File: src/rtl/dop_pkg.sv
// Constants shared by the depth output configuration block.
// Assumes a 32-bit APB register bus; each register index maps to byte address index*4.
package dop_pkg;
  // Register indices, address width and register width
  localparam logic [7:0]  IDX_SYNC_DELAY   = 8'hd6;
  localparam logic [7:0]  IDX_ENGINE_OPT   = 8'hd9;
  localparam logic [7:0]  IDX_LINE_TIMING  = 8'hdc;
  localparam logic [7:0]  IDX_FRAME_BLANK  = 8'hdd;
  localparam logic [7:0]  IDX_CONTROL      = 8'he4;
  localparam logic [7:0]  IDX_STATUS       = 8'he5;
  localparam int          ADDR_W           = 12;
  localparam int          REG_W            = 24;
  // Reset words
  localparam logic [23:0] RST_SYNC_DELAY   = 24'h400001;
  localparam logic [23:0] RST_ENGINE_OPT   = 24'h00000c;
  localparam logic [23:0] RST_LINE_TIMING  = 24'h480280;
  localparam logic [23:0] RST_FRAME_BLANK  = 24'h01883c;
  localparam logic [23:0] RST_CONTROL      = 24'h000000;
  // Field positions
  localparam int SYNC_DELAY_LSB   = 0;
  localparam int SYNC_DELAY_W     = 22;
  localparam int COL_BIN_LSB      = 20;
  localparam int ROW_BIN_LSB      = 18;
  localparam int BIN_W            = 2;
  localparam int SHIFT_EN_BIT     = 16;
  localparam int BIN_SIZE_BIT     = 15;
  localparam int TEST_PAT_BIT     = 14;
  localparam int AMB_FLOOR_LSB    = 6;
  localparam int AMB_FLOOR_W      = 4;
  localparam int SHIFT_AMT_LSB    = 0;
  localparam int SHIFT_AMT_W      = 3;
  localparam int PULSE_CODE_LSB   = 21;
  localparam int PULSE_CODE_W     = 3;
  localparam int LINE_BLANK_LSB   = 11;
  localparam int LINE_ACTIVE_LSB  = 1;
  localparam int LINE_W           = 10;
  localparam int VBLANK_LSB       = 9;
  localparam int VBLANK_W         = 6;
  localparam int CTRL_ENABLE_BIT  = 0;
  localparam int CTRL_SYNC_BIT    = 1;
  // Minimum legal field values
  localparam logic [9:0]  LINE_BLANK_MIN = 10'h002;
  localparam logic [5:0]  VBLANK_MIN     = 6'h02;
  localparam logic [21:0] SYNC_DELAY_MIN = 22'h000001;
  // Frame pulse length for codes beyond the table
  localparam logic [5:0]  PULSE_LINES_DFLT = 6'h04;
  localparam logic [2:0]  PULSE_CODE_MAX   = 3'h5;
  // Timing generator states
  typedef enum logic {DOP_IDLE, DOP_RUN} dop_tg_state_t;
endpackage

File: src/rtl/dop_sync_delay.sv
// Synchroniser and programmable delay for the external frame-sync pin.
// Assumes the pin is asynchronous to core_clk_i; delay is reloaded on each new edge.
`timescale 1ns/1ns
`default_nettype none
module dop_sync_delay
  import dop_pkg::*;
(
  // Clock and reset
  input  wire logic                    core_clk_i,
  input  wire logic                    rst_b_i,
  // Pin and setting
  input  wire logic                    ext_sync_i,
  input  wire logic [SYNC_DELAY_W-1:0] delay_i,
  // Delayed frame start
  output logic                         frame_sync_o
);
  logic                    meta_q;
  logic                    sync_q;
  logic                    prev_q;
  logic                    busy_q;
  logic [SYNC_DELAY_W-1:0] cnt_q;
  logic [SYNC_DELAY_W-1:0] load;
  logic                    edge_seen;

  // First stage is read only by the second stage
  always_ff @(posedge core_clk_i or negedge rst_b_i)
  begin
    if (!rst_b_i)
    begin
      meta_q <= 1'b0;
      sync_q <= 1'b0;
      prev_q <= 1'b0;
    end
    else
    begin
      meta_q <= ext_sync_i;
      sync_q <= meta_q;
      prev_q <= sync_q;
    end
  end

  assign edge_seen = sync_q && !prev_q;
  // Zero would mean no delay at all; the shortest legal delay is one cycle
  assign load = (delay_i < SYNC_DELAY_MIN) ? SYNC_DELAY_MIN : delay_i;

  always_ff @(posedge core_clk_i or negedge rst_b_i)
  begin
    if (!rst_b_i)
    begin
      busy_q       <= 1'b0;
      cnt_q        <= '0;
      frame_sync_o <= 1'b0;
    end
    else
    begin
      frame_sync_o <= 1'b0;
      if (edge_seen)
      begin
        busy_q <= 1'b1;
        cnt_q  <= load;
      end
      else if (busy_q)
      begin
        cnt_q <= cnt_q - 1'b1;
        if (cnt_q == SYNC_DELAY_MIN)
        begin
          busy_q       <= 1'b0;
          frame_sync_o <= 1'b1;
        end
      end
    end
  end
endmodule
`default_nettype wire

File: src/rtl/dop_output_ctrl.sv
// Depth output configuration registers, depth post-processing and parallel port timing.
// Assumes APB on core_clk_i; pixel data inputs come from the depth engine on the same clock.
//
// Summary of operation
// Delay internal frame start after external sync.
// Software writes documented values into reserved bits.
// Merge two-to-the-field adjacent columns when binning.
// Merge two-to-the-field adjacent rows when binning.
// Left-shift I and Q when scaling enabled.
// Size mode keeps frame, else binning shrinks.
// Ambient below floor forces phase to zero.
// Frame pulse length in lines from code.
// Line blank length in pixels, minimum two.
// Active line length in pixels from field.
// Test pattern replaces depth data when enabled.
// Sync mode aligns frames, free-runs without sync.
// Programmable blank lines before first line, minimum two.
// Registers reset to their documented words.
`timescale 1ns/1ns
`default_nettype none
module dop_output_ctrl
  import dop_pkg::*;
#(
  parameter int PIX_DIV    = 4,
  parameter int FRAME_ROWS = 64,
  parameter int DATA_W     = 12
)
(
  // Clock and reset
  input  wire logic                  core_clk_i,
  input  wire logic                  rst_b_i,
  // APB slave
  input  wire logic                  psel_i,
  input  wire logic                  penable_i,
  input  wire logic                  pwrite_i,
  input  wire logic [ADDR_W-1:0]     paddr_i,
  input  wire logic [31:0]           pwdata_i,
  input  wire logic [3:0]            pstrb_i,
  output logic [31:0]                prdata_o,
  output logic                       pready_o,
  output logic                       pslverr_o,
  // External frame sync pin
  input  wire logic                  external_frame_sync_input_i,
  // Depth engine interface
  input  wire logic signed [DATA_W-1:0] raw_i_i,
  input  wire logic signed [DATA_W-1:0] raw_q_i,
  input  wire logic [DATA_W-1:0]     phase_i,
  input  wire logic [DATA_W-1:0]     amplitude_i,
  input  wire logic [AMB_FLOOR_W-1:0] ambient_i,
  output logic signed [DATA_W+6:0]   scaled_i_o,
  output logic signed [DATA_W+6:0]   scaled_q_o,
  output logic [3:0]                 column_bin_o,
  output logic [3:0]                 row_bin_o,
  // Parallel pixel port
  output logic                       frame_start_pulse_o,
  output logic                       line_start_pulse_o,
  output logic                       pixel_valid_o,
  output logic [2*DATA_W-1:0]        pixel_data_o,
  output logic                       pixel_clk_en_o
);
  if (PIX_DIV < 1 || PIX_DIV > 255)
    $error("PIX_DIV out of range");
  if (FRAME_ROWS < 1 || FRAME_ROWS > 1000)
    $error("FRAME_ROWS out of range");
  if (DATA_W < 4 || DATA_W > 16)
    $error("DATA_W out of range");

  localparam logic [9:0] ROWS = 10'(FRAME_ROWS);
  localparam logic [7:0] DIV_LAST = 8'(PIX_DIV - 1);

  ////////////////////////////////////////////////////////////////////////////
  // Register file
  logic [REG_W-1:0] sync_delay_q;
  logic [REG_W-1:0] engine_opt_q;
  logic [REG_W-1:0] line_timing_q;
  logic [REG_W-1:0] frame_blank_q;
  logic [1:0]       control_q;
  logic [7:0]       frame_count_q;
  logic             running;
  logic [7:0]       reg_idx;
  logic             wr_en;
  logic             rd_hit;

  // Zero wait states: every access completes in its first access-phase cycle
  // Only aligned addresses inside the low 1 KB window decode to a register
  assign reg_idx  = paddr_i[9:2];
  assign pready_o = 1'b1;
  assign wr_en    = psel_i && penable_i && pwrite_i;
  assign rd_hit   = (paddr_i[1:0] == 2'h0) && (paddr_i[ADDR_W-1:10] == '0) &&
                    (reg_idx == IDX_SYNC_DELAY || reg_idx == IDX_ENGINE_OPT ||
                     reg_idx == IDX_LINE_TIMING || reg_idx == IDX_FRAME_BLANK ||
                     reg_idx == IDX_CONTROL || reg_idx == IDX_STATUS);

  function automatic logic [REG_W-1:0] merge(input logic [REG_W-1:0] old_v,
                                             input logic [31:0] wd,
                                             input logic [3:0] st);
    logic [REG_W-1:0] r;
    r = old_v;
    for (int b = 0; b < 3; b++)
    begin
      if (st[b])
        r[b*8 +: 8] = wd[b*8 +: 8];
    end
    return r;
  endfunction

  // Reserved bits are stored as written, except in the control register, which keeps bits 1:0 only; software keeps them at their set values
  always_ff @(posedge core_clk_i or negedge rst_b_i)
  begin
    if (!rst_b_i)
    begin
      sync_delay_q  <= RST_SYNC_DELAY;
      engine_opt_q  <= RST_ENGINE_OPT;
      line_timing_q <= RST_LINE_TIMING;
      frame_blank_q <= RST_FRAME_BLANK;
      control_q     <= RST_CONTROL[1:0];
    end
    else if (wr_en && rd_hit)
    begin
      case (reg_idx)
        IDX_SYNC_DELAY:  sync_delay_q  <= merge(sync_delay_q, pwdata_i, pstrb_i);
        IDX_ENGINE_OPT:  engine_opt_q  <= merge(engine_opt_q, pwdata_i, pstrb_i);
        IDX_LINE_TIMING: line_timing_q <= merge(line_timing_q, pwdata_i, pstrb_i);
        IDX_FRAME_BLANK: frame_blank_q <= merge(frame_blank_q, pwdata_i, pstrb_i);
        IDX_CONTROL:
        begin
          if (pstrb_i[0])
            control_q <= pwdata_i[1:0];
        end
        default: ;
      endcase
    end
  end

  // Read data stay combinational so a read needs no extra wait state
  // Status reads see the frame counter live; it may step during an access
  always_comb
  begin
    case (reg_idx)
      IDX_SYNC_DELAY:  prdata_o = {8'h00, sync_delay_q};
      IDX_ENGINE_OPT:  prdata_o = {8'h00, engine_opt_q};
      IDX_LINE_TIMING: prdata_o = {8'h00, line_timing_q};
      IDX_FRAME_BLANK: prdata_o = {8'h00, frame_blank_q};
      IDX_CONTROL:     prdata_o = {30'h0, control_q};
      IDX_STATUS:      prdata_o = {23'h0, frame_count_q, running};
      default:         prdata_o = 32'h0;
    endcase
    if (!rd_hit || !psel_i || pwrite_i)
      prdata_o = 32'h0;
  end

  // Refused accesses flag an error in the access phase only
  assign pslverr_o = psel_i && penable_i && !rd_hit;

  ////////////////////////////////////////////////////////////////////////////
  // Field decode
  logic [1:0]             col_log2;
  logic [1:0]             row_log2;
  logic [9:0]             act_len;
  logic [9:0]             blank_len;
  logic [5:0]             vblank;
  logic [5:0]             pulse_lines;
  logic [2:0]             pulse_code;
  logic [9:0]             cols_eff;
  logic [9:0]             rows_eff;
  logic [10:0]            line_last;
  logic [10:0]            frame_last;

  assign col_log2  = engine_opt_q[COL_BIN_LSB +: BIN_W];
  assign row_log2  = engine_opt_q[ROW_BIN_LSB +: BIN_W];
  assign act_len   = line_timing_q[LINE_ACTIVE_LSB +: LINE_W];
  assign blank_len = (line_timing_q[LINE_BLANK_LSB +: LINE_W] < LINE_BLANK_MIN) ?
                     LINE_BLANK_MIN : line_timing_q[LINE_BLANK_LSB +: LINE_W];
  assign vblank    = (frame_blank_q[VBLANK_LSB +: VBLANK_W] < VBLANK_MIN) ?
                     VBLANK_MIN : frame_blank_q[VBLANK_LSB +: VBLANK_W];
  assign pulse_code = line_timing_q[PULSE_CODE_LSB +: PULSE_CODE_W];
  // Codes 6 and 7 fall back to the four-line pulse
  assign pulse_lines = (pulse_code > PULSE_CODE_MAX) ? PULSE_LINES_DFLT :
                       (6'h01 << pulse_code);
  // Merge counts sent to the binning datapath
  assign column_bin_o = 4'h1 << col_log2;
  assign row_bin_o    = 4'h1 << row_log2;
  assign cols_eff = engine_opt_q[BIN_SIZE_BIT] ? act_len : (act_len >> col_log2);
  assign rows_eff = engine_opt_q[BIN_SIZE_BIT] ? ROWS : (ROWS >> row_log2);
  // Line period is active plus blank regardless of binning
  assign line_last  = 11'({1'b0, act_len} + {1'b0, blank_len} - 11'h1);
  assign frame_last = 11'({5'h0, vblank} + {1'b0, rows_eff} - 11'h1);

  ////////////////////////////////////////////////////////////////////////////
  // Pixel rate enable and frame sync delay
  logic [7:0] div_q;
  logic       pix_en;
  logic       synced_start;

  always_ff @(posedge core_clk_i or negedge rst_b_i)
  begin
    if (!rst_b_i)
      div_q <= 8'h0;
    else if (div_q == DIV_LAST)
      div_q <= 8'h0;
    else
      div_q <= div_q + 8'h1;
  end

  // One-cycle pixel tick; line and frame timing is counted in these ticks, the sync delay in core_clk_i cycles
  assign pix_en = (div_q == DIV_LAST);
  assign pixel_clk_en_o = pix_en;

  // Pin is resynchronised inside; a new edge during a pending delay restarts it
  dop_sync_delay u_sync_delay (
    .core_clk_i   (core_clk_i),
    .rst_b_i      (rst_b_i),
    .ext_sync_i   (external_frame_sync_input_i),
    .delay_i      (sync_delay_q[SYNC_DELAY_LSB +: SYNC_DELAY_W]),
    .frame_sync_o (synced_start)
  );

  ////////////////////////////////////////////////////////////////////////////
  // Timing generator
  dop_tg_state_t state_q;
  logic [10:0]   pix_q;
  logic [10:0]   line_q;
  logic          sync_restart;
  logic          in_rows;
  logic          in_cols;

  assign running      = (state_q == DOP_RUN);
  assign sync_restart = control_q[CTRL_SYNC_BIT] && synced_start;

  always_ff @(posedge core_clk_i or negedge rst_b_i)
  begin
    if (!rst_b_i)
    begin
      state_q       <= DOP_IDLE;
      pix_q         <= 11'h0;
      line_q        <= 11'h0;
      frame_count_q <= 8'h0;
    end
    else
    begin
      case (state_q)
        DOP_IDLE:
        begin
          pix_q  <= 11'h0;
          line_q <= 11'h0;
          if (control_q[CTRL_ENABLE_BIT])
            state_q <= DOP_RUN;
        end
        DOP_RUN:
        begin
          if (!control_q[CTRL_ENABLE_BIT])
            state_q <= DOP_IDLE;
          else if (sync_restart)
          begin
            // Delayed external sync realigns the frame at once
            pix_q         <= 11'h0;
            line_q        <= 11'h0;
            frame_count_q <= frame_count_q + 8'h1;
          end
          else if (pix_en)
          begin
            if (pix_q >= line_last)
            begin
              pix_q <= 11'h0;
              if (line_q >= frame_last)
              begin
                // No sync arrived: keep producing frames on own timing
                line_q        <= 11'h0;
                frame_count_q <= frame_count_q + 8'h1;
              end
              else
                line_q <= line_q + 11'h1;
            end
            else
              pix_q <= pix_q + 11'h1;
          end
        end
        default: state_q <= DOP_IDLE;
      endcase
    end
  end

  assign in_rows = (line_q >= {5'h0, vblank}) &&
                   (line_q < 11'({5'h0, vblank} + {1'b0, rows_eff}));
  assign in_cols = (pix_q < {1'b0, cols_eff});

  ////////////////////////////////////////////////////////////////////////////
  // Depth datapath and output registers
  logic [AMB_FLOOR_W-1:0] amb_floor;
  logic [SHIFT_AMT_W-1:0] shift_amt;
  logic [DATA_W-1:0]      phase_sel;
  logic [DATA_W-1:0]      pattern;

  assign amb_floor = engine_opt_q[AMB_FLOOR_LSB +: AMB_FLOOR_W];
  assign shift_amt = engine_opt_q[SHIFT_AMT_LSB +: SHIFT_AMT_W];
  // Amplitude passes untouched; only phase is suppressed in dark pixels
  assign phase_sel = (ambient_i < amb_floor) ? '0 : phase_i;
  assign pattern   = DATA_W'(pix_q ^ line_q);
  // Seven spare bits on scaled I and Q so even the largest shift cannot overflow

  always_ff @(posedge core_clk_i or negedge rst_b_i)
  begin
    if (!rst_b_i)
    begin
      scaled_i_o <= '0;
      scaled_q_o <= '0;
    end
    else if (engine_opt_q[SHIFT_EN_BIT])
    begin
      scaled_i_o <= (DATA_W+7)'(raw_i_i) <<< shift_amt;
      scaled_q_o <= (DATA_W+7)'(raw_q_i) <<< shift_amt;
    end
    else
    begin
      scaled_i_o <= (DATA_W+7)'(raw_i_i);
      scaled_q_o <= (DATA_W+7)'(raw_q_i);
    end
  end

  always_ff @(posedge core_clk_i or negedge rst_b_i)
  begin
    if (!rst_b_i)
    begin
      frame_start_pulse_o <= 1'b0;
      line_start_pulse_o  <= 1'b0;
      pixel_valid_o       <= 1'b0;
      pixel_data_o        <= '0;
    end
    else
    begin
      frame_start_pulse_o <= running && (line_q < {5'h0, pulse_lines});
      line_start_pulse_o  <= running && in_rows && in_cols;
      pixel_valid_o       <= running && in_rows && in_cols && pix_en;
      if (running && in_rows && in_cols && pix_en)
      begin
        if (engine_opt_q[TEST_PAT_BIT])
          pixel_data_o <= {pattern, ~pattern};
        else
          pixel_data_o <= {amplitude_i, phase_sel};
      end
    end
  end
endmodule
`default_nettype wire

File: config.mk
export PLATFORM = sky130hd
export DESIGN_NAME = dop_output_ctrl
export DESIGN_NICKNAME = d
export VERILOG_FILES = /design/src/rtl/dop_pkg.sv /design/src/rtl/dop_sync_delay.sv /design/src/rtl/dop_output_ctrl.sv
export SDC_FILE = /design/constraint.sdc
export NUM_CORES = 1
export LEC_CHECK = 0
export BUFFER_PORTS_ARGS = -buffer_cell sky130_fd_sc_hd__buf_4
export CORE_ASPECT_RATIO = 1.4
export CORE_UTILIZATION = 45
export CTS_BUF_LIST = sky130_fd_sc_hd__clkbuf_16
export CTS_CLUSTER_DIAMETER = 60
export CTS_CLUSTER_SIZE = 20
export DETAILED_ROUTE_END_ITERATION = 10
export HOLD_SLACK_MARGIN = 0.06
export PLACE_DENSITY = 0.79
export SYNTH_ARGS = -nofsm -noshare
export SYNTH_HDL_FRONTEND = slang
export SYNTH_SLANG_ARGS = --single-unit
File: constraint.sdc
create_clock -name core_clk_i -period 4.54 [get_ports core_clk_i]
set_clock_uncertainty 0.05 [all_clocks]
set_input_delay 0.227 -clock core_clk_i [delete_from_list [all_inputs] [get_ports core_clk_i]]
set_output_delay 0.227 -clock core_clk_i [all_outputs]
set_load 0.02 [all_outputs]
==> results of run 1 <==
==> cell type report <==
type                    count  area [um^2]
inverters                  71          267
multi-input cells        1014         7280
well taps                 380          475
clock inverters             9         56.3
flip-flops and latches    229         5750
clock buffers              17          425
diodes                      1         2.50
repair buffers            314         2550
fillers                  2436        12500
==> power breakdown <==
group	total [mW]	switching [mW]	internal, mW
clock	1.41	0.725	0.688
sequential	2.24	0.105	2.13
combinational	0.669	0.361	0.308
==> metrics by stage <==
stage	setup WS [ns]	power, mW	instances	hold WS [ns]
finish	0.0484	4.32	2035	0.0923
global route	-0.278	4.52	2034	0.101
CTS	0.00465	4.34	2033	0.0650
detailed placement	-0.0793	2.89	1933	0.290
global placement	-0.0565	2.86	1933	0.286
floorplan	0.134	2.63	1389	-0.119
==> cells by family (layout without fill, tap and decap cells) <==
kind of cell / after synthesis / after routing
and+or+nand+nor: 400 / 400
AOI/OAI and AO/OA: 326 / 326
DFF: 229 / 229
buffers and inverters: 146 / 411
muxes: 134 / 134
adders and majority gates: 82 / 82
xor gates and xnor gates: 63 / 63
other: 2 / 10
==> sequential cells by signal (all words and copies together) (netlist names), 2 cells and up <==
| register | count |
|---|---|
| line_q | 11 |
| frame_count_q | 8 |
| frame_blank_q | 24 |
| control_q | 2 |
| engine_opt_q | 24 |
| sync_delay_q | 24 |
| line_timing_q | 24 |
| scaled_i_o | 19 |
| pixel_data_o | 24 |
| div_q | 8 |
| pix_q | 11 |
| scaled_q_o | 19 |
| u_sync_delay.cnt_q | 22 |
==> worst paths after layout <==
check / to / cells past startpoint
setup / recovery: line_q[9] / 25
min in group asynchronous: u_sync_delay.cnt_q[18] / 2
hold reg to reg: u_sync_delay.sync_q / 0
setup reg to reg: line_q[9] / 25
max in group asynchronous: pixel_data_o[16] / 3
hold / removal: scaled_q_o[4] / 4
==> worst max-delay path, cell delays in order (launching register included) <==
cell	delay [ns]
dfrtp_1	0.39
nor4_1	0.26
buf_4	0.17
nand2_2	0.06
o21ai_2	0.15
ha_2	0.18
inv_2	0.04
ha_4	0.15
a21o_1	0.15
a21oi_2	0.16
o21bai_2	0.11
a2111oi_2	0.37
buf_4	0.19
o31ai_2	0.08
a21oi_2	0.14
xor2_1	0.09
ha_1	0.33
nand2_2	0.11
nor2_4	0.13
a31oi_4	0.10
a21boi_2	0.20
buf_4	0.13
nor4b_4	0.20
buf_4	0.19
a41oi_2	0.11
a31oi_1	0.17
==> routing by layer <==
| metal | GRT usage [%] | routed length (um) | vias to the layer above |
|---|---|---|---|
| met5 | 0 | 0 | - |
| met4 | 12.3 | 1990 | 0 |
| met3 | 2.62 | 2310 | 137 |
| met2 | 45.4 | 20300 | 538 |
| met1 | 30.5 | 15300 | 5813 |
| li1 | - | - | 5467 |
==> synth_stat cells (5+ instances only) <==
cell type  count
nor3_1        16
o21a_1         7
xor2_1        13
nand4_1        9
dfrtp_1      214
inv_1         71
buf_1          5
mux2i_1       21
nand3b_1       5
nand2_1      149
xnor2_1       50
a22oi_1       23
ha_1          80
a31oi_1       12
a21o_1        11
nand2b_1      13
nor2_1        83
buf_4          9
clkbuf_1      53
nand3_1       24
a21oi_1       99
nor2b_1       16
o22ai_1        5
or3_1         11
and3_1        15
o21ai_0       95
a222oi_1      24
nor4_1        14
mux2_2       113
dfstp_2       15
and2_1        11
==> what timing repair did <==
| item | 4_1_cts | 5_1_grt |
|---|---|---|
| hold buffers | 73 | 0 |
| pin swaps | 3 | 19 |
| setup endpoints to repair | 13 | 30 |
| gates cloned | 1 | 0 |
| buffers inserted | 0 | 1 |
| gates resized for setup | 4 | 33 |
| hold endpoints to repair | 277 | 0 |
==> reports/metrics.cfg, run 1 <==
[run_status]
outcome = completed

[yosys]
synthXorXnorAreaFrac_pct = 4.10
synthSimpleGateAreaFrac_pct = 14.7
yosysTopAreaCellShare_pct = 39.7
synth_top_family_by_area = compound AO/OA/AOI/OAI gates
ys_async_sr_fraction_pct = 100
yosys-top-cells-area = dfrtp_1 40%, mux2_2 9.4%, ha_1 7.4%
synth_edf_count = 0
synth-seq-cells = 229
yosys.area.top_type = dfrtp_1
synth_area_um2 = 13500
synth-compound-area-share_pct = 15.2
seq_area_frac_synth_pct = 42.7
syn_avg_cell_area_um2 = 9.75
synthCells = 1382
synthMuxAreaShare_pct = 11.0
synthFlopType = dfrtp_1
synth_fa_ha_area_share_pct = 7.73
synth.distinct_cells = 76
yosysWarnings = 0

[timing]
worst_slew_pin_slew_ns = 1.05
fin_crit_ns = 4.49
hold_viol_final = 0
maxSlewHeadroom_pct = 30.0
fmax_mhz = 223
setup_tns_ns = 0
fin_crit_sh_pct = 98.9
rsz0062_at_grt = true
finalSetupViolations = 0
final_max_slew_viol_count = 0

[setup_path]
crit_start = line_timing_q[20]
worst_setup_path_end_kind = flip-flop
cp.arrival_ns = 4.86
timing.rr.start = line_timing_q[20]
r2r_slack_ns = 0.05
path_class = flip-flop to flip-flop
crit_fanout = 5
critical_path.startpoint_type = flip-flop
cp.required_ns = 4.91

[clocking]
cts_tree = built
clock_sinks = 229
clk_latency_ns = 0.50
cts-root-buf = clkbuf_16
cts_buffers = 16
cts_max_level = 1
cts.path.max_buffers = 3
cts.reportedPaths.clkPinSlew_ns = 0.08

[floorplan]
die_w_um = 148
floorplan.initialDensity_pct = 45.9
fp.dieArea_um2 = 30600
coreArea_um2 = 29400
die_h_um = 207
pin_count = 214
num_rows = 74

[global_route]
grt_max_degree = 129
grt_pass1_vias = 11800
grt_usage_pct = 25.4
grt_pass1_wl_um = 61500
antenna_found_initial = 0
gr-total-overflow = 0

[placement]
gp_congestion = 0.900
hpwlAfterDp_um = 28600
numPortBuffers = 195
placed_cell_area_um2 = 15400

[final_layout]
drive_gt1_share_pct = 26.4
syn_to_final_growth_pct = 24.8
final_cell_mix = 238 x buf_4, 214 x dfrtp_1, 146 x nand2_1
nNetsFinal = 1834
fin_area_um2 = 16800
final_common_cell = buf_4
fin_util_pct = 57.3

[routing]
drcViolationCount = 0
drt-wirelength-per-cell_um = 19.6
vias = 12000
vias_per_cell = 5.87
ant_nets = 0
wirelength_um = 39900
dr.pass1.iters = 8
dr.first_iter.drc_count = 1069

[power_and_ir_drop]
p_per_area_nw_per_um2 = 257
irDropWorstVdd_mv = 0.356
leakage_nw = 7.69

[worst_hold_path]
min_from = raw_q_i[4]
worstHoldPathType = input port to flip-flop

[flow_run]
max-cap-violations = 0

Power figures use the tool's default switching activity.
==> run 2, diff against run 1 <==
BUFFER_PORTS_ARGS = unset   (was -buffer_cell sky130_fd_sc_hd__buf_4)
DONT_BUFFER_PORTS = 1   (was unset)
PLACE_DENSITY = 0.73   (was 0.79)
==> reports/metrics.cfg, run 2 (same netlist as run 1, synthesis figures left out) <==
[global_route]
grt_usage_pct = 24.6
grt_pass1_vias = 11200
gr-total-overflow = 0
grt_pass1_wl_um = 59500
grt_max_degree = 230
antenna_found_initial = 0

[power_and_ir_drop]
leakage_nw = 6.82
irDropWorstVdd_mv = 0.447
finalPower_mw = 4.44
p_per_area_nw_per_um2 = 286

[clocking]
cts.reportedPaths.clkPinSlew_ns = 0.08
cts_max_level = 1
cts-root-buf = clkbuf_16
cts-hold-fix-buffers = 82
clk_latency_ns = 0.52
cts_buffers = 19
cts.path.max_buffers = 3
clock_sinks = 229
cts_tree = built

[setup_path]
reg2reg_depth = 23
cp.required_ns = 4.92
max_stage_delay_ns = 0.39
crit_fanout = 5
critical_path.startpoint_type = flip-flop
cp_cell_sequence = nor4_2 > a21oi_1 > ha_1 > inv_1 > ha_4 > buf_4 > fa_2 > a21oi_2 > nor2_1 > nor2_1 > o21bai_1 > a21oi_2 > o21ai_1 > xnor2_1 > ha_1 > nand2_2 > o21ai_2 > a31oi_2 > a21boi_2 > nor4b_4 > buf_6 > a41oi_2 > a31oi_1
timing.rr.start = line_timing_q[16]
cp_slowest_cell = dfrtp_1
critPathBufInv = 3
r2r_end = line_q[9]
worst_setup_path_end_kind = flip-flop
cp_num_cells = 23
crit_start = line_timing_q[16]
r2r_slack_ns = 0.15
path_class = flip-flop to flip-flop
cp.arrival_ns = 4.77
crit_family = compound AO/OA/AOI/OAI gates

[routing]
wirelength_um = 38300
vias_per_cell = 6.01
ant_nets = 0
drcViolationCount = 0
dr.first_iter.drc_count = 945
vias = 11100
drt-wirelength-per-cell_um = 20.6
dr.pass1.iters = 8

[placement]
gp_congestion = 0.934
place_inst = 1735
numPortBuffers = 0
hpwlAfterDp_um = 27300
placed_cell_area_um2 = 14000
place_ws_ns = -0.172

[final_layout]
stdcell_count = 1854
fin_util_pct = 53.0
final_common_cell = dfrtp_1
final_cell_mix = 213 x dfrtp_1, 146 x nand2_1, 113 x mux2_2
fin_area_um2 = 15500
diodes = 0
nNetsFinal = 1649
syn_to_final_growth_pct = 15.4
drive_gt1_share_pct = 17.0

[run_status]
outcome = finished with violations
violations = hold timing

[timing]
finalSetupViolations = 0
rsz0062_at_grt = true
worst_slew_pin_slew_ns = 1.19
fmax_mhz = 228
hold_viol_final = 229
hold_ws_ns = -0.646
setup_tns_ns = 0
final_max_slew_viol_count = 0
worst_slack_ns = 0.149
maxSlewHeadroom_pct = 20.3
fin_crit_ns = 4.39
fin_crit_sh_pct = 96.7

[floorplan]
pin_count = 214
die_h_um = 207
die_w_um = 148
coreArea_um2 = 29400
fp.dieArea_um2 = 30600
num_rows = 74
floorplan.initialDensity_pct = 45.9

[worst_hold_path]
worstHoldPathType = input port to asynchronous set/reset pin

[flow_run]
max-cap-violations = 0

==> run 2: cell types whose count changed in the layout (fill, tap and decap cells not counted), moves of 2 or more <==
cell / delta
buf_4: -197
dlygate4sd3_1: +9
inv_6: +3
clkbuf_16: +2
clkinv_1: +2
clkinv_4: +2
clkinv_8: +2
inv_1: -2
inv_8: +2
nor2_1: -2
nor2_2: +2
nor4_2: +2
==> run 2: how the worst max path moves through the flow <==
stage	to	slack (ns)
after global placement	frame_count_q[1]	-0.06
after detailed placement	frame_count_q[1]	-0.17
after floorplan	line_q[9]	0.13
after global routing	line_q[9]	-0.07
after CTS	frame_count_q[1]	0.01
final	line_q[9]	0.15
==> run 2: area by class of cell <==
| type | count | area [um^2] |
|---|---|---|
| sequential | 229 | 5750 |
| fill | 2544 | 13800 |
| clock inverter | 15 | 139 |
| multi-input combinational | 1014 | 7280 |
| tap | 380 | 475 |
| clock buffer | 19 | 475 |
| inverter | 71 | 267 |
| timing repair buffer | 126 | 1160 |
==> run 2: routing by layer <==
layer | part of all wire [%] | global-route usage [%] | vias to the layer above
li1 | - | - | 5114
met1 | 38 | 28.0 | 5449
met2 | 51 | 44.7 | 452
met3 | 6.2 | 4.33 | 119
met4 | 4.5 | 11.5 | 0
met5 | 0 | 0 | -
==> run 2: timing repair <==
item | CTS | global route
gates cloned | 0 | 1
buffers inserted | 2 | 0
hold endpoints to repair | 390 | 229
gates resized for setup | 5 | 32
endpoints found under the setup margin | 25 | 30
pin swaps | 0 | 22
==> run 2: power breakdown <==
| group | internal (mW) | total [mW] | switching (mW) |
|---|---|---|---|
| registers | 2.13 | 2.26 | 0.131 |
| logic | 0.237 | 0.518 | 0.281 |
| clock network | 0.810 | 1.66 | 0.850 |
==> run 2: worst register-to-register path: stages (launching register included) <==
cell      delay [ns]
dfrtp_1         0.39
nor4_2          0.37
a21oi_1         0.14
ha_1            0.30
inv_1           0.06
ha_4            0.16
buf_4           0.13
fa_2            0.34
a21oi_2         0.12
nor2_1          0.05
nor2_1          0.17
o21bai_1        0.10
a21oi_2         0.15
o21ai_1         0.08
xnor2_1         0.13
ha_1            0.28
nand2_2         0.08
o21ai_2         0.17
a31oi_2         0.07
a21boi_2        0.20
nor4b_4         0.30
buf_6           0.18
a41oi_2         0.11
a31oi_1         0.18
